## config.mk

```make
export PLATFORM = sky130hd
export DESIGN_NAME = dma_req_end
export DESIGN_NICKNAME = d
export VERILOG_FILES = /design/src/inc/dma_end_pkg.sv /design/src/verilog/dma_req_end.sv
export SDC_FILE = /design/constraint.sdc
export NUM_CORES = 1
export LEC_CHECK = 0
export BUFFER_PORTS_ARGS = -buffer_cell sky130_fd_sc_hd__buf_2
export CORE_MARGIN = 2
export CORE_UTILIZATION = 50
export DETAILED_ROUTE_END_ITERATION = 7
export GPL_ROUTABILITY_DRIVEN = 0
export PLACE_DENSITY = 0.69
export SYNTH_ARGS = -nofsm -noshare
export SYNTH_HDL_FRONTEND = slang
export SYNTH_SLANG_ARGS = --single-unit
```

## constraint.sdc

```tcl
create_clock -name ref_clk -period 15.7 [get_ports ref_clk]
set_input_delay 0 -clock ref_clk [delete_from_list [all_inputs] [get_ports ref_clk]]
set_output_delay 0 -clock ref_clk [all_outputs]
set_load 0.05 [all_outputs]
```

## src/inc/dma_end_pkg.sv

```systemverilog
package dma_end_pkg;

   ////////////////////////////////////////////////////////////////////////////////
   // bus and register map
   localparam int          DATA_W      = 32;
   localparam int          ADDR_W      = 32;
   localparam int          CTRL_W      = 10;
   localparam logic [7:0]  SRC_OFF     = 8'h00;
   localparam logic [7:0]  DST_OFF     = 8'h04;
   localparam logic [7:0]  CNT_OFF     = 8'h08;
   localparam logic [7:0]  CTRL_OFF    = 8'h0c;
   localparam logic [7:0]  OPR_OFF     = 8'h40;
   localparam int          DME_BIT     = 0;
   localparam int          NMI_ABORT_FLAG_BIT    = 1;
   localparam logic [1:0]  RESP_OKAY   = 2'h0;
   localparam logic [1:0]  RESP_SLVERR = 2'h2;

   ////////////////////////////////////////////////////////////////////////////////
   // channel behaviour
   localparam int          RELOAD_CH   = 2;
   localparam logic [1:0]  RELOAD_LAST = 2'h3;
   localparam logic [1:0]  SIZE_BYTE   = 2'h0;
   localparam logic [1:0]  SIZE_HALF   = 2'h1;
   localparam logic [31:0] STEP_BYTE   = 32'h0000_0001;
   localparam logic [31:0] STEP_HALF   = 32'h0000_0002;
   localparam logic [31:0] STEP_WORD   = 32'h0000_0004;

   // bus cycles from first request sample to the first access, and to the second sample
   localparam int          START_CYC   = 3;
   localparam int          SECOND_CYC  = 2;

   typedef struct packed {
      logic [1:0] size;
      logic       reload;
      logic       ack_wr;
      logic       auto_req;
      logic       edge_det;
      logic       burst;
      logic       te;
      logic       ie;
      logic       de;
   } chan_ctrl_t;

   typedef enum logic [5:0] {
      ST_IDLE   = 6'h01,
      ST_WAIT_A = 6'h02,
      ST_WAIT_B = 6'h04,
      ST_READ   = 6'h08,
      ST_WRITE  = 6'h10,
      ST_GAP    = 6'h20
   } seq_state_t;

endpackage : dma_end_pkg

```

## src/verilog/dma_req_end.sv

```systemverilog
// The implementer's own choices: the AXI4-Lite slave port and the register addresses.
`timescale 1ns/10ps
module dma_req_end #(
   parameter int NUM_CH     = 4,
   parameter int CNT_W      = 24,
   parameter int AXI_ADDR_W = 8
) (
   input  wire logic                  ref_clk,
   input  wire logic                  rst_b,
   input  wire logic                  s_axi_awvalid,
   output logic                       s_axi_awready,
   input  wire logic [AXI_ADDR_W-1:0] s_axi_awaddr,
   input  wire logic                  s_axi_wvalid,
   output logic                       s_axi_wready,
   input  wire logic [31:0]           s_axi_wdata,
   input  wire logic [3:0]            s_axi_wstrb,
   output logic                       s_axi_bvalid,
   input  wire logic                  s_axi_bready,
   output logic [1:0]                 s_axi_bresp,
   input  wire logic                  s_axi_arvalid,
   output logic                       s_axi_arready,
   input  wire logic [AXI_ADDR_W-1:0] s_axi_araddr,
   output logic                       s_axi_rvalid,
   input  wire logic                  s_axi_rready,
   output logic [31:0]                s_axi_rdata,
   output logic [1:0]                 s_axi_rresp,
   input  wire logic                  transfer_request_pin_b,
   input  wire logic                  nmi_pin_b,
   output logic                       bus_clock_output,
   output logic                       transfer_ack_pin_b,
   output logic                       read_strobe_b,
   output logic                       write_strobe_b,
   output logic [31:0]                mem_addr,
   output logic                       bus_hold,
   output logic                       transfer_end_interrupt
);
   localparam int DW = dma_end_pkg::DATA_W;
   localparam int CW = dma_end_pkg::CTRL_W;

   if (NUM_CH < 3 || NUM_CH > 4 || CNT_W < 3 || CNT_W > 32 || AXI_ADDR_W < 8) begin : bad_cfg
      $error("dma_req_end: unsupported parameter values");
   end

   ////////////////////////////////////////////////////////////////////////////////
   // reset release, bus clock, pin synchronisers
   logic rst_q1_r, rst_sync_b_r, bus_clk_r, tick;
   logic req_s1_r, req_s2_r, req_s3_r, req_lvl_r, req_edge_r, req_fall;
   logic nmi_s1_r, nmi_s2_r, nmi_s3_r, nmi_lvl_r, nmi_fall;

   always_ff @(posedge ref_clk or negedge rst_b) begin
      if (!rst_b) begin
         rst_q1_r     <= 1'b0;
         rst_sync_b_r <= 1'b0;
      end else begin
         rst_q1_r     <= 1'b1;
         rst_sync_b_r <= rst_q1_r;
      end
   end

   // bus clock falls at every edge where it is high: that edge is a sampling point
   always_ff @(posedge ref_clk or negedge rst_sync_b_r) begin
      if (!rst_sync_b_r) bus_clk_r <= 1'b0;
      else bus_clk_r <= ~bus_clk_r;
   end
   assign tick             = bus_clk_r;
   assign bus_clock_output = bus_clk_r;

   assign req_fall = req_lvl_r && (req_s2_r == req_s3_r) && !req_s3_r;
   assign nmi_fall = nmi_lvl_r && (nmi_s2_r == nmi_s3_r) && !nmi_s3_r;

   always_ff @(posedge ref_clk or negedge rst_sync_b_r) begin
      if (!rst_sync_b_r) begin
         {req_s1_r, req_s2_r, req_s3_r, req_lvl_r} <= 4'hf;
         {nmi_s1_r, nmi_s2_r, nmi_s3_r, nmi_lvl_r} <= 4'hf;
      end else begin
         req_s1_r <= transfer_request_pin_b;
         req_s2_r <= req_s1_r;
         req_s3_r <= req_s2_r;
         if (req_s2_r == req_s3_r) req_lvl_r <= req_s3_r;
         nmi_s1_r <= nmi_pin_b;
         nmi_s2_r <= nmi_s1_r;
         nmi_s3_r <= nmi_s2_r;
         if (nmi_s2_r == nmi_s3_r) nmi_lvl_r <= nmi_s3_r;
      end
   end

   ////////////////////////////////////////////////////////////////////////////////
   // functions
   function automatic logic [31:0] wmerge(input logic [31:0] old, input logic [31:0] d, input logic [3:0] s);
      logic [31:0] r;
      r = old;
      for (int b = 0; b < 4; b++) begin
         if (s[b]) r[b*8 +: 8] = d[b*8 +: 8];
      end
      return r;
   endfunction : wmerge

   function automatic logic addr_ok(input logic [AXI_ADDR_W-1:0] a);
      logic hi_zero;
      hi_zero = (a >> 8) == '0;
      if (!hi_zero) return 1'b0;
      else if (a[7:0] == dma_end_pkg::OPR_OFF) return 1'b1;
      else if (a[7:6] == 2'h0 && int'(a[5:4]) < NUM_CH && a[1:0] == 2'h0) return 1'b1;
      else return 1'b0;
   endfunction : addr_ok

   function automatic logic [31:0] size_step(input logic [1:0] sz);
      if (sz == dma_end_pkg::SIZE_BYTE) return dma_end_pkg::STEP_BYTE;
      else if (sz == dma_end_pkg::SIZE_HALF) return dma_end_pkg::STEP_HALF;
      else return dma_end_pkg::STEP_WORD;
   endfunction : size_step

   ////////////////////////////////////////////////////////////////////////////////
   // state
   logic [31:0]             src_work_r [NUM_CH];
   logic [31:0]             src_prog_r [NUM_CH];
   logic [31:0]             dst_r      [NUM_CH];
   logic [CNT_W-1:0]        cnt_r      [NUM_CH];
   dma_end_pkg::chan_ctrl_t ctrl_r     [NUM_CH];
   logic                    dme_r, nmi_abort_flag_r;
   logic [1:0]              rl_cnt_r;
   dma_end_pkg::seq_state_t st_r, st_nxt;
   logic [1:0]              cur_r, pick;
   logic                    ahead_r, ahead_nxt, take_edge;
   logic                    aw_hold_r, w_hold_r, wr_go, done, last, any_elig;
   logic [AXI_ADDR_W-1:0]   awaddr_r;
   logic [31:0]             wdata_r;
   logic [3:0]              wstrb_r;
   logic [1:0]              wch;
   logic [7:0]              woff;
   dma_end_pkg::chan_ctrl_t cc;
   logic                    stop, hit, req_ok, burst_edge, elig_cur;

   ////////////////////////////////////////////////////////////////////////////////
   // request sampling and transfer sequencing
   assign cc         = ctrl_r[cur_r];
   assign stop       = !dme_r || nmi_abort_flag_r || !cc.de;
   assign hit        = cc.auto_req || (cc.edge_det ? req_edge_r : !req_lvl_r);
   assign burst_edge = cc.burst && cc.edge_det && !cc.auto_req;
   assign req_ok     = !stop && (hit || burst_edge);
   assign elig_cur   = cc.de && !cc.te && cnt_r[cur_r] != '0 && dme_r && !nmi_abort_flag_r;
   assign done       = tick && st_r == dma_end_pkg::ST_WRITE;
   assign last       = cnt_r[cur_r] == CNT_W'(1);

   always_comb begin
      pick     = 2'h0;
      any_elig = 1'b0;
      for (int i = NUM_CH - 1; i >= 0; i--) begin
         if (ctrl_r[i].de && !ctrl_r[i].te && cnt_r[i] != '0) begin
            pick     = 2'(i);
            any_elig = 1'b1;
         end
      end
   end

   always_comb begin
      st_nxt    = st_r;
      ahead_nxt = ahead_r;
      take_edge = 1'b0;
      case (st_r)
         dma_end_pkg::ST_IDLE: begin
            if (elig_cur && hit && !stop) begin
               st_nxt    = dma_end_pkg::ST_WAIT_A;
               ahead_nxt = 1'b0;
               take_edge = 1'b1;
            end
         end
         dma_end_pkg::ST_WAIT_A: st_nxt = dma_end_pkg::ST_WAIT_B;
         dma_end_pkg::ST_WAIT_B: begin
            st_nxt    = dma_end_pkg::ST_READ;
            ahead_nxt = req_ok;
            take_edge = 1'b1;
         end
         dma_end_pkg::ST_READ, dma_end_pkg::ST_WRITE: begin
            if (!ahead_r) begin
               ahead_nxt = req_ok;
               take_edge = 1'b1;
            end
            if (st_r == dma_end_pkg::ST_READ) begin
               st_nxt = dma_end_pkg::ST_WRITE;
            end else if (last) begin
               st_nxt    = dma_end_pkg::ST_IDLE;
               ahead_nxt = 1'b0;
            end else begin
               st_nxt = dma_end_pkg::ST_GAP;
            end
         end
         dma_end_pkg::ST_GAP: begin
            if (ahead_r) begin
               st_nxt    = dma_end_pkg::ST_READ;
               ahead_nxt = req_ok;
               take_edge = 1'b1;
            end else if (req_ok) begin
               st_nxt    = dma_end_pkg::ST_WAIT_A;
               take_edge = 1'b1;
            end else begin
               st_nxt = dma_end_pkg::ST_IDLE;
            end
         end
         default: st_nxt = dma_end_pkg::ST_IDLE;
      endcase
   end

   always_ff @(posedge ref_clk or negedge rst_sync_b_r) begin
      if (!rst_sync_b_r) begin
         st_r    <= dma_end_pkg::ST_IDLE;
         cur_r   <= 2'h0;
         ahead_r <= 1'b0;
      end else if (tick) begin
         st_r    <= st_nxt;
         ahead_r <= ahead_nxt;
         if (st_r == dma_end_pkg::ST_IDLE && st_nxt == dma_end_pkg::ST_IDLE && any_elig) cur_r <= pick;
      end
   end

   // a falling request edge is held until a sampling point consumes it, or drops it while idle with the current channel not eligible
   always_ff @(posedge ref_clk or negedge rst_sync_b_r) begin
      if (!rst_sync_b_r) req_edge_r <= 1'b0;
      else if (req_fall) req_edge_r <= 1'b1;
      else if (tick && (take_edge || (st_r == dma_end_pkg::ST_IDLE && !elig_cur))) req_edge_r <= 1'b0;
   end

   ////////////////////////////////////////////////////////////////////////////////
   // pin outputs, registered at the bus clock fall; the interrupt output at every ref_clk edge
   always_ff @(posedge ref_clk or negedge rst_sync_b_r) begin
      if (!rst_sync_b_r) begin
         read_strobe_b      <= 1'b1;
         write_strobe_b     <= 1'b1;
         transfer_ack_pin_b <= 1'b1;
         bus_hold           <= 1'b0;
         mem_addr           <= '0;
      end else if (tick) begin
         read_strobe_b      <= st_nxt != dma_end_pkg::ST_READ;
         write_strobe_b     <= st_nxt != dma_end_pkg::ST_WRITE;
         transfer_ack_pin_b <= !((st_nxt == dma_end_pkg::ST_READ && !cc.ack_wr) ||
                                 (st_nxt == dma_end_pkg::ST_WRITE && cc.ack_wr));
         // cycle steal gives the bus back in the gap, burst keeps it
         bus_hold <= st_nxt == dma_end_pkg::ST_READ || st_nxt == dma_end_pkg::ST_WRITE ||
                     (st_nxt == dma_end_pkg::ST_GAP && cc.burst);
         mem_addr <= (st_nxt == dma_end_pkg::ST_WRITE) ? dst_r[cur_r] : src_work_r[cur_r];
      end
   end

   always_ff @(posedge ref_clk or negedge rst_sync_b_r) begin
      if (!rst_sync_b_r) transfer_end_interrupt <= 1'b0;
      else begin
         transfer_end_interrupt <= 1'b0;
         for (int i = 0; i < NUM_CH; i++) begin
            if (ctrl_r[i].te && ctrl_r[i].ie) transfer_end_interrupt <= 1'b1;
         end
      end
   end

   ////////////////////////////////////////////////////////////////////////////////
   // modulo-four reload counter of channel 2
   always_ff @(posedge ref_clk or negedge rst_sync_b_r) begin
      if (!rst_sync_b_r) rl_cnt_r <= 2'h0;
      else if (!dme_r || nmi_abort_flag_r || !ctrl_r[dma_end_pkg::RELOAD_CH].de ||
               ctrl_r[dma_end_pkg::RELOAD_CH].te) rl_cnt_r <= 2'h0;
      else if (done && cur_r == 2'(dma_end_pkg::RELOAD_CH) && cc.reload) rl_cnt_r <= rl_cnt_r + 2'h1;
   end

   ////////////////////////////////////////////////////////////////////////////////
   // AXI4-Lite write path
   assign wch  = awaddr_r[5:4];
   assign woff = {4'h0, awaddr_r[3:0]};
   assign wr_go = aw_hold_r && w_hold_r && !s_axi_bvalid;

   always_ff @(posedge ref_clk or negedge rst_sync_b_r) begin
      if (!rst_sync_b_r) begin
         s_axi_awready <= 1'b0;
         s_axi_wready  <= 1'b0;
         aw_hold_r     <= 1'b0;
         w_hold_r      <= 1'b0;
         awaddr_r      <= '0;
         wdata_r       <= '0;
         wstrb_r       <= 4'h0;
         s_axi_bvalid  <= 1'b0;
         s_axi_bresp   <= dma_end_pkg::RESP_OKAY;
      end else begin
         s_axi_awready <= s_axi_awvalid && !s_axi_awready && !aw_hold_r && !s_axi_bvalid;
         s_axi_wready  <= s_axi_wvalid && !s_axi_wready && !w_hold_r && !s_axi_bvalid;
         if (s_axi_awvalid && s_axi_awready) begin
            aw_hold_r <= 1'b1;
            awaddr_r  <= s_axi_awaddr;
         end
         if (s_axi_wvalid && s_axi_wready) begin
            w_hold_r <= 1'b1;
            wdata_r  <= s_axi_wdata;
            wstrb_r  <= s_axi_wstrb;
         end
         if (wr_go) begin
            aw_hold_r    <= 1'b0;
            w_hold_r     <= 1'b0;
            s_axi_bvalid <= 1'b1;
            s_axi_bresp  <= addr_ok(awaddr_r) ? dma_end_pkg::RESP_OKAY : dma_end_pkg::RESP_SLVERR;
         end else if (s_axi_bvalid && s_axi_bready) begin
            s_axi_bvalid <= 1'b0;
         end
      end
   end

   // global enable and abort flag; the abort input wins over a clearing write
   always_ff @(posedge ref_clk or negedge rst_sync_b_r) begin
      if (!rst_sync_b_r) begin
         dme_r  <= 1'b0;
         nmi_abort_flag_r <= 1'b0;
      end else begin
         if (wr_go && addr_ok(awaddr_r) && awaddr_r[7:0] == dma_end_pkg::OPR_OFF && wstrb_r[0]) begin
            dme_r <= wdata_r[dma_end_pkg::DME_BIT];
            if (!wdata_r[dma_end_pkg::NMI_ABORT_FLAG_BIT]) nmi_abort_flag_r <= 1'b0;
         end
         if (nmi_fall) nmi_abort_flag_r <= 1'b1;
      end
   end

   // channel registers: software write beats the engine, except end flag set wins
   always_ff @(posedge ref_clk or negedge rst_sync_b_r) begin
      if (!rst_sync_b_r) begin
         for (int i = 0; i < NUM_CH; i++) begin
            src_work_r[i] <= '0;
            src_prog_r[i] <= '0;
            dst_r[i]      <= '0;
            cnt_r[i]      <= '0;
            ctrl_r[i]     <= '0;
         end
      end else begin
         for (int i = 0; i < NUM_CH; i++) begin
            if (done && cur_r == 2'(i)) begin
               cnt_r[i] <= cnt_r[i] - CNT_W'(1);
               if (i == dma_end_pkg::RELOAD_CH && ctrl_r[i].reload && rl_cnt_r == dma_end_pkg::RELOAD_LAST)
                  src_work_r[i] <= src_prog_r[i];
               else src_work_r[i] <= src_work_r[i] + size_step(ctrl_r[i].size);
            end
            if (wr_go && addr_ok(awaddr_r) && awaddr_r[7:6] == 2'h0 && wch == 2'(i)) begin
               if (woff == dma_end_pkg::SRC_OFF) begin
                  src_work_r[i] <= wmerge(src_work_r[i], wdata_r, wstrb_r);
                  src_prog_r[i] <= wmerge(src_work_r[i], wdata_r, wstrb_r);
               end else if (woff == dma_end_pkg::DST_OFF) begin
                  dst_r[i] <= wmerge(dst_r[i], wdata_r, wstrb_r);
               end else if (woff == dma_end_pkg::CNT_OFF) begin
                  cnt_r[i] <= CNT_W'(wmerge(DW'(cnt_r[i]), wdata_r, wstrb_r));
               end else if (woff == dma_end_pkg::CTRL_OFF) begin
                  // end flag may only be cleared by writing 0
                  ctrl_r[i] <= dma_end_pkg::chan_ctrl_t'(CW'(wmerge(DW'(ctrl_r[i]), wdata_r, wstrb_r)));
                  ctrl_r[i].te <= ctrl_r[i].te && !(wstrb_r[0] && !wdata_r[2]);
               end
            end
            if (done && cur_r == 2'(i) && last) ctrl_r[i].te <= 1'b1;
         end
      end
   end

   ////////////////////////////////////////////////////////////////////////////////
   // AXI4-Lite read path
   always_ff @(posedge ref_clk or negedge rst_sync_b_r) begin
      if (!rst_sync_b_r) begin
         s_axi_arready <= 1'b0;
         s_axi_rvalid  <= 1'b0;
         s_axi_rdata   <= '0;
         s_axi_rresp   <= dma_end_pkg::RESP_OKAY;
      end else begin
         s_axi_arready <= s_axi_arvalid && !s_axi_arready && !s_axi_rvalid;
         if (s_axi_arvalid && s_axi_arready) begin
            s_axi_rvalid <= 1'b1;
            s_axi_rresp  <= addr_ok(s_axi_araddr) ? dma_end_pkg::RESP_OKAY : dma_end_pkg::RESP_SLVERR;
            if (!addr_ok(s_axi_araddr)) s_axi_rdata <= '0;
            else if (s_axi_araddr[7:0] == dma_end_pkg::OPR_OFF) s_axi_rdata <= {30'h0, nmi_abort_flag_r, dme_r};
            else if (s_axi_araddr[3:0] == dma_end_pkg::SRC_OFF[3:0]) s_axi_rdata <= src_work_r[s_axi_araddr[5:4]];
            else if (s_axi_araddr[3:0] == dma_end_pkg::DST_OFF[3:0]) s_axi_rdata <= dst_r[s_axi_araddr[5:4]];
            else if (s_axi_araddr[3:0] == dma_end_pkg::CNT_OFF[3:0]) s_axi_rdata <= DW'(cnt_r[s_axi_araddr[5:4]]);
            else s_axi_rdata <= DW'(ctrl_r[s_axi_araddr[5:4]]);
         end else if (s_axi_rvalid && s_axi_rready) begin
            s_axi_rvalid <= 1'b0;
         end
      end
   end
endmodule : dma_req_end

```

# After elaboration in Yosys (flattened, before gate mapping)
# Cells that the tools add are included.
[totals] register_bits=573
[op_classes] n_reduce_logical=175 bitwise=6 n_addsub=9 muxes=165 eq_ne=71 n_lt_le_gt_ge=2
[ops] op="$mux 32" count=32
[ops] op="$mux 24" count=25
[ops] op="$bmux 32 s2" count=4
[ops] op="$add 32x32->32" count=4
[ops] op="$reduce_bool 24->1" count=5
[ops] op="$bmux 24 s2" count=2
[ops] op="$sub 24x1->24 const B" count=4
[ops] op="$mux 3" count=27
[ops] op="$mux 8" count=10
[ops] op="$logic_and 1x1->1" count=73
[ops] op="$reduce_and 4->1" count=16
[ops] op="$ne 5x5->1 const B" count=12
[ops] op="$reduce_and 6->1" count=8
[ops] op="$mux 1" count=41
[ops] op="$bmux 10 s2" count=2
[ops] op="$ne 3x3->1 const B" count=12
[ops] op="$pmux 6 s5" count=1
[ops] op="$reduce_bool 2->1" count=15
[ops] op="$logic_not 1->1" count=26
[ops] op="$mux 2" count=13
[ops] op="$eq 24x1->1 const B" count=1
[ops] op="$ne 2x1->1 const B" count=12
[ops] op="$logic_not 2->1" count=10
[ops] op="$mux 10" count=2
[ops] op="30 further kinds" count=71

# Logic depth before layout (Yosys ltp)
# Gate-level depths: netlist (run 1).
[logic_depth] ltp_word=17 ltp_mapped=11

# Least setup slack after synthesis (run 1)
# Ideal clock, no wire load.
[synth_path] path_type="flip-flop to flip-flop" from="register ctrl_r[18] (netlist name)" to="register src_work_r[56] (netlist name)" path_stages_with_launch=12 synth_period_minus_slack_ns=2.990 slack_ns=12.710 arrival_ns=2.906 path_buffers=0 t_required_ns=15.616 cell_sequence="dfrtp_1 nor2_1 ha_1 inv_1 fa_1 nand2b_1 a2111oi_0 nand4_1 o21ai_0 a21oi_1 a21oi_1 a21boi_0"
[synth_between] elab_chain_cells=10 word_cells_on_any_way=11
[synth_rtl] item="start: declaration" line="dma_req_end.sv:119" source="dma_end_pkg::chan_ctrl_t ctrl_r [NUM_CH];"
[synth_rtl] item="start signal: indexed assignment" line="dma_req_end.sv:345" source="ctrl_r[i] <= dma_end_pkg::chan_ctrl_t'(CW'(wmerge(DW'(ctrl_r[i]), wdata_r, wstrb_r)));"
[synth_rtl] item="$eq 2x1->1" line="dma_req_end.sv:109" source="else if (sz == dma_end_pkg::SIZE_HALF) return dma_end_pkg::STEP_HALF;"
[synth_rtl] item="$mux 3" line="dma_req_end.sv:109"
[synth_rtl] item="$mux 3 *" line="dma_req_end.sv:108" source="if (sz == dma_end_pkg::SIZE_BYTE) return dma_end_pkg::STEP_BYTE;"
[synth_rtl] item="$mux 32 *" line="dma_req_end.sv:331" source="if (i == dma_end_pkg::RELOAD_CH && ctrl_r[i].reload && rl_cnt_r == dma_end_pkg::RELOAD_LAST)"
[synth_rtl] item="$mux 32 *" line="dma_req_end.sv:329" source="if (done && cur_r == 2'(i)) begin"
[synth_rtl] item="$add 32x32->32 *" line="dma_req_end.sv:333" source="else src_work_r[i] <= src_work_r[i] + size_step(ctrl_r[i].size);"
[synth_rtl] item="$mux 32 *" line="dma_req_end.sv:331"
[synth_rtl] item="$mux 32 *" line="dma_req_end.sv:329"
[synth_rtl] item="$mux 32" line="dma_req_end.sv:336" source="if (woff == dma_end_pkg::SRC_OFF) begin"
[synth_rtl] item="$mux 32 *" line="dma_req_end.sv:335" source="if (wr_go && addr_ok(awaddr_r) && awaddr_r[7:6] == 2'h0 && wch == 2'(i)) begin"
[synth_rtl] item="end signal: indexed assignment" line="dma_req_end.sv:332" source="src_work_r[i] <= src_prog_r[i];"
[synth_rtl] item="end signal: indexed assignment" line="dma_req_end.sv:333"
[synth_rtl] item="end signal: indexed assignment" line="dma_req_end.sv:337" source="src_work_r[i] <= wmerge(src_work_r[i], wdata_r, wstrb_r);"
[synth_rtl] item="end: declaration" line="dma_req_end.sv:115" source="logic [31:0] src_work_r [NUM_CH];"
# Mark *: on every way between the ends. The rest lies on a longest branch, timed or not. The select of a mux whose other input is x is not followed.
# A chain may end at the register's enable or synchronous reset.

# Worst setup path in the final report (run 1)
[layout_path] from="register cur_r[1]" to="register cnt_r[21] (netlist name)"
[layout_between] elab_chain_cells=7
[layout_rtl] item="start: declaration" line="dma_req_end.sv:123" source="logic [1:0] cur_r, pick;"
[layout_rtl] item="start signal: assignment" line="dma_req_end.sv:212" source="if (st_r == dma_end_pkg::ST_IDLE && st_nxt == dma_end_pkg::ST_IDLE && any_elig) cur_r <= pick;"
[layout_rtl] item="$eq 2x2->1 *" line="dma_req_end.sv:329"
[layout_rtl] item="$logic_and 1x1->1 *" line="dma_req_end.sv:329"
[layout_rtl] item="$mux 24 *" line="dma_req_end.sv:329"
[layout_rtl] item="$mux 24" line="dma_req_end.sv:341" source="end else if (woff == dma_end_pkg::CNT_OFF) begin"
[layout_rtl] item="$mux 24" line="dma_req_end.sv:339" source="end else if (woff == dma_end_pkg::DST_OFF) begin"
[layout_rtl] item="$mux 24" line="dma_req_end.sv:336"
[layout_rtl] item="$mux 24 *" line="dma_req_end.sv:335"
[layout_rtl] item="end signal: indexed assignment" line="dma_req_end.sv:330" source="cnt_r[i] <= cnt_r[i] - CNT_W'(1);"
[layout_rtl] item="end signal: indexed assignment" line="dma_req_end.sv:342" source="cnt_r[i] <= CNT_W'(wmerge(DW'(cnt_r[i]), wdata_r, wstrb_r));"
[layout_rtl] item="end: declaration" line="dma_req_end.sv:118" source="logic [CNT_W-1:0] cnt_r [NUM_CH];"
# Mark *: on every way between the ends. The rest lies on a longest branch, timed or not.

==> impl_metrics.ini, run 1 <==
[run_status]
status = complete, but fails checks
violations = design-rule violations

[logic_synthesis]
ys_seq_elements = 571
synth_edf_count = 0
ys_seq_area_frac = 0.4323
yosys.area_share.simple = 0.1664
syn_area_sq_mm = 0.03309
synthCells = 3215
synth_flop_cell = dfrtp_1
synth_common_cells = dfrtp_1 (559), nor2_1 (389), nand2_1 (267)
yosys.cell_types.count = 87
yosysMostFrequentCell = dfrtp_1
synth_largest_area_cell = dfrtp_1
ys_top_cells_by_area = dfrtp_1 (42%), mux4_2 (12%), mux2_2 (7.2%)
synth_xor_area_frac = 0.003177
synth_top_area_frac = 0.4228
synthMuxAreaShare = 0.2068
syn_area_per_cell_sq_um = 10.29
synthArstFlopShare = 1.000
synthAdderAreaFrac = 0.009530
ys_warn_count = 0
synth_top_family_by_area = multiplexers
synth_compound_area_frac = 0.1487

[sta]
period_needed_ns = 4.092
slew-limit-headroom = 0.2171
max_clock_freq_mhz = 244.4
whs_ns = 0.02244
fin_skew_ns = 0.02759
rsz0062_at_grt = no
setup_tns_ns = 0
worstMarginPinSlew_ns = 1.170
slew_violations = 0
setup_viol = 0
fin_ws_ns = 11.61
post-route-period-util = 0.2607
finalHoldViolations = 0

[power_and_ir_drop]
leakagePower_uw = 0.01598
pwr-share-comb = 0.185
switchingPower_uw = 1510
p_int_uw = 2899
seqPwrFrac = 0.440
powerDensity_mw_per_mm2 = 118.0
switching_share = 0.3425
ir_drop_mv = 0.08853
total_power_uw = 4409
power_frac_clock = 0.375

[clock_network]
cts_setup_buffers = 0
cts.clk_slew.worst_paths_ns = 0.06
cts.sinks = 571
clock_latency_ns = 0.66
h-tree-depth = 2
cts_tree = built
cts_root_buf = clkbuf_16
cts_buffers = 61
cts_resized = 0
cts_max_path_buffers = 3

[layout]
syn_to_final_growth_pct = 12.89
insertedDiodeCount = 0
nets = 3382
drive_gt1_frac = 0.2254
post-route-util = 0.5691

[grt]
grt_max_degree = 185
antenna_found_initial = 3
grtUsageTotal = 0.3293
gr-total-overflow = 0
grt_pass1_wl_mm = 171.7
grt_pass1_vias = 28130

[floorplan]
io_pins = 140
row_count = 94
die_h_um = 261.2
initial_core_util = 0.5041
die_w_um = 261.2
core_sq_mm = 0.06563
die_area_sq_mm = 0.06824

[worst_setup_path]
ff2ff_setup_slack_ns = 11.61
startpoint_type = flip-flop
worstPathCellList = buf_4 > nand2_1 > or4_1 > nor3_2 > and3_1 > nand2_1 > o311ai_0 > nand3_1
critical_path_buf_inv_count = 1
crit_type = flip-flop to flip-flop
crit_arrival_ns = 4.60
required_ns = 16.21
slowest_delay_ns = 0.81
slowest_stage = or4_1
cp-end-kind = flip-flop
path_max_fanout = 56
crit_family = simple AND/OR/NAND/NOR gates
path_common_cell = nand2_1

[drt]
dr.pass1.iters = 8
drc = 2
wl_per_cell_um = 26.78
drtIter0Drc = 4031
wirelength_mm = 112.8
avgViaCountPerCell = 6.939
ant_nets = 0
num_vias = 29230

[placed_design]
portBuffers = 137
dp_slack_ns = 11.73
hpwlAfterDp_mm = 78.50

[flow_run]
cap_violations = 0

[hold_path]
hold_path.class = input port to flip-flop
## what timing repair did
item,in CTS,in global routing
endpoints found under the hold margin,62,0
setup endpoints to repair,0,0
hold buffers,63,0
## flip-flops by register name (all words and copies together), names as in the netlist, 4 cells and up
| signal | cells |
|---|---|
| src_prog_r | 32 |
| mem_addr | 32 |
| cnt_r | 96 |
| ctrl_r | 40 |
| dst_r | 128 |
| src_work_r | 128 |
| wdata_r | 32 |
| awaddr_r | 8 |
| st_r | 6 |
| s_axi_rdata | 32 |
| wstrb_r | 4 |
## cells in the final DEF (no fill, tap or decap), types with 54 or more instances in the layout
cell	instances
a211oi_1	54
a21oi_1	223
buf_2	135
clkbuf_16	61
dfrtp_1	554
dlygate4sd3_1	63
mux2_2	211
mux2i_1	66
mux4_2	169
nand2_1	265
nand3_1	93
nor2_1	388
nor3_1	59
o21ai_0	148
## power groups by stage
| stage | Clock, uW | Sequential [uW] | Combinational [uW] |
|---|---|---|---|
| after floorplan | 0 | 1810 | 496 |
| after global placement | 0 | 1930 | 751 |
| after detailed placement | 0 | 1940 | 766 |
| after CTS | 1660 | 1920 | 792 |
| after global routing | 1720 | 1950 | 856 |
| final | 1650 | 1940 | 817 |
## cell type report
class / instances / area, sq um
Tap cell: 864 / 1081
Timing Repair Buffer: 251 / 1745
Inverter: 47 / 176.4
Multi-Input combinational cell: 2367 / 17750
Fill cell: 5422 / 28280
Sequential cell: 571 / 14320
Clock inverter: 30 / 533.0
Clock buffer: 83 / 1739
## worst register-to-register path, cell delays in order, from the launching register on
cell and delay (ns):
dfrtp_4 0.69, buf_4 0.79, nand2_1 0.34, or4_1 0.81, nor3_2 0.42, and3_1 0.24, nand2_1 0.11, o311ai_0 0.42
nand3_1 0.14
## worst paths after layout
check,startpoint,to,depth (start not counted)
worst max-delay path,cur_r[1],cnt_r[21],8
worst min-delay path,nmi_pin_b,nmi_s1_r,2
worst max register to register,cur_r[1],cnt_r[21],8
worst min register to register,rst_sync_b_r,awaddr_r[3],0
max in group asynchronous,rst_sync_b_r,bus_clock_output,2
min in group asynchronous,rst_b,rst_sync_b_r,3
## per-layer routing
| layer | global-route usage | share of wire | wire length [um] | up-vias |
|---|---|---|---|---|
| li1 | - | - | - | 12330 |
| met1 | 0.4460 | 0.38 | 42480 | 14590 |
| met2 | 0.4942 | 0.44 | 50140 | 1903 |
| met3 | 0.08846 | 0.12 | 13990 | 416 |
| met4 | 0.1567 | 0.055 | 6184 | 2 |
| met5 | 0 | 0.000080 | 9 | - |
## cell families after synthesis
family                     after synthesis
AOI/OAI and AO/OA                      748
xor gates and xnor gates                12
adders and majority gates               23
buffers and inverters                  278
DFF                                    571
muxes                                  446
other                                    2
and+or+nand+nor                       1135
## stage by stage
step / instances / area (sq um)
5_1_grt: 4213 / 37350
3_3_place_gp: 4037 / 34450
2_1_floorplan: 3216 / 33090
6_report: 4213 / 37350
4_1_cts: 4213 / 37350
3_5_place_dp: 4037 / 34450
(Power assumes the default switching activity.)
==> run 2, diff against run 1 <==
Clock period 15.7 ns to 3.45 ns, I/O delays scaled along.
==> run 2 against run 1 <==
  * The run still ends with design-rule violations left
  * Fmax up 29%
  * Die area did not move
  * Flip-flop and latch count did not move
  * Core utilization increased by 1.2 points
  * Wire length rose by 2.1%
  * Largest cell class unchanged
  * Critical path depth unchanged
  * Combinational power increased to 4.6 times the previous value
  * Setup slack lost 11 ns
  * Critical endpoint is now src_work_r[93]
==> impl_metrics.ini, run 2 (synthesis results as in run 1) <==
[grt]
grtUsageTotal = 0.3393
grt_pass1_wl_mm = 176.4
antenna_found_initial = 4
gr-total-overflow = 0
grt_max_degree = 93
grt_pass1_vias = 28980

[worst_setup_path]
r2r-end = src_work_r[93]
ff2ff_setup_slack_ns = 0.28
crit_type = flip-flop to flip-flop
rr_startpoint = st_r[2]
required_ns = 3.96
cp-end-kind = flip-flop
crit_arrival_ns = 3.68
path_max_fanout = 9
startpoint_type = flip-flop
rr_worst_depth = 8

[sta]
worstMarginPinSlew_ns = 1.210
slew-limit-headroom = 0.1914
finalHoldViolations = 0
setup_tns_ns = 0
period_needed_ns = 3.174
max_clock_freq_mhz = 315.0
setup_viol = 0
post-route-period-util = 0.9201
fin_skew_ns = 0.02022
rsz0062_at_grt = no
fin_ws_ns = 0.2757
slew_violations = 0

[hold_path]
min_to = nmi_s1_r
hold_path_depth = 2
hold_start = nmi_pin_b
hold_path.class = input port to flip-flop

[clock_network]
cts.clk_slew.worst_paths_ns = 0.06
cts_root_buf = clkbuf_16
cts_buffers = 67
cts_max_path_buffers = 3
cts.sinks = 571
h-tree-depth = 3
cts_resized = 0
clock_latency_ns = 0.62
cts_tree = built

[power_and_ir_drop]
ir_drop_mv = 0.2922
leakagePower_uw = 0.01648
powerDensity_mw_per_mm2 = 521.0

[layout]
mostFrequentLayoutCell = dfrtp_1
syn_to_final_growth_pct = 15.24
nets = 3484
layout_common_cells = dfrtp_1 (554), nor2_1 (388), nand2_1 (265)
reg_top3 = dst_r (128), src_work_r (128), cnt_r (96)
nFillCells = 5509
drive_gt1_frac = 0.2478

[placed_design]
dp_slack_ns = 0.3295
hpwlAfterDp_mm = 82.05
portBuffers = 137

[drt]
drc = 2
num_vias = 29550
wirelength_mm = 115.2
avgViaCountPerCell = 6.836
wl_per_cell_um = 26.65
ant_nets = 0
dr.pass1.iters = 8
drtIter0Drc = 4082

[floorplan]
die_area_sq_mm = 0.06824
initial_core_util = 0.5041
die_h_um = 261.2
io_pins = 140
row_count = 94
die_w_um = 261.2
core_sq_mm = 0.06563

[run_status]
status = complete, but fails checks
violations = design-rule violations

[flow_run]
cap_violations = 0
run 2: timing repair:
item | in CTS | in global routing
hold buffers | 65 | 0
hold endpoints to repair | 58 | 0
endpoints found under the setup margin | 0 | 0
buffers inserted | 0 | 0
run 2: layer usage:
layer	track usage	vias to the layer above	part of all wire
li1	-	12550	-
met5	0	-	0.00014
met4	0.1648	2	0.052
met2	0.5095	1915	0.45
met3	0.1057	403	0.13
met1	0.4486	14680	0.37
run 2: worst max-delay path: stages (launching register included):
cell	delay, ns
dfrtp_1	0.48
or4b_1	0.57
buf_4	0.20
nor4_2	0.21
buf_4	0.20
nand4b_1	0.31
nor4b_1	0.64
a211oi_1	0.17
a211oi_1	0.29
run 2: how the worst max path moves through the flow:
stage / start / to / slack, ns / depth (start not counted)
floorplan: rst_sync_b_r / ahead_r / -2.09 / 0
global placement: st_r[2] / src_work_r[85] / 0.38 / 8
detailed placement: st_r[2] / src_work_r[83] / 0.33 / 8
CTS: st_r[2] / src_work_r[83] / 0.33 / 8
global route: ctrl_r[19] / src_work_r[50] / 0.09 / 13
finish: st_r[2] / src_work_r[93] / 0.28 / 8
run 2: area by class of cell:
cell class | instances | area, sq um | area share
inverter | 47 | 176.4 | 0.004627
timing repair buffer | 347 | 2596 | 0.06809
antenna | 4 | 10.01 | 0.0002625
tap | 864 | 1081 | 0.02835
sequential | 571 | 14320 | 0.3756
clock buffer | 93 | 1936 | 0.05076
clock inverter | 30 | 261.5 | 0.006858
multi-input combinational | 2367 | 17750 | 0.4655
run 2: where the power goes:
group,switching (uW),internal [uW]
registers,1600,7320
logic,2360,1390
clock network,3020,4170
total,6980,12900
run 2: through the flow:
stage	area [sq um]	hold WS, ns	power, uW	utilization	instances
after global placement	35270	-0.2132	12310	0.5374	4131
final	38130	0.02996	19870	0.5810	4323
after detailed placement	35270	-0.2146	12430	0.5374	4131
after CTS	38120	0.01681	19690	0.5808	4319
after floorplan	33090	-0.2956	10510	-	3216
after global routing	38120	0.04463	20430	0.5808	4319
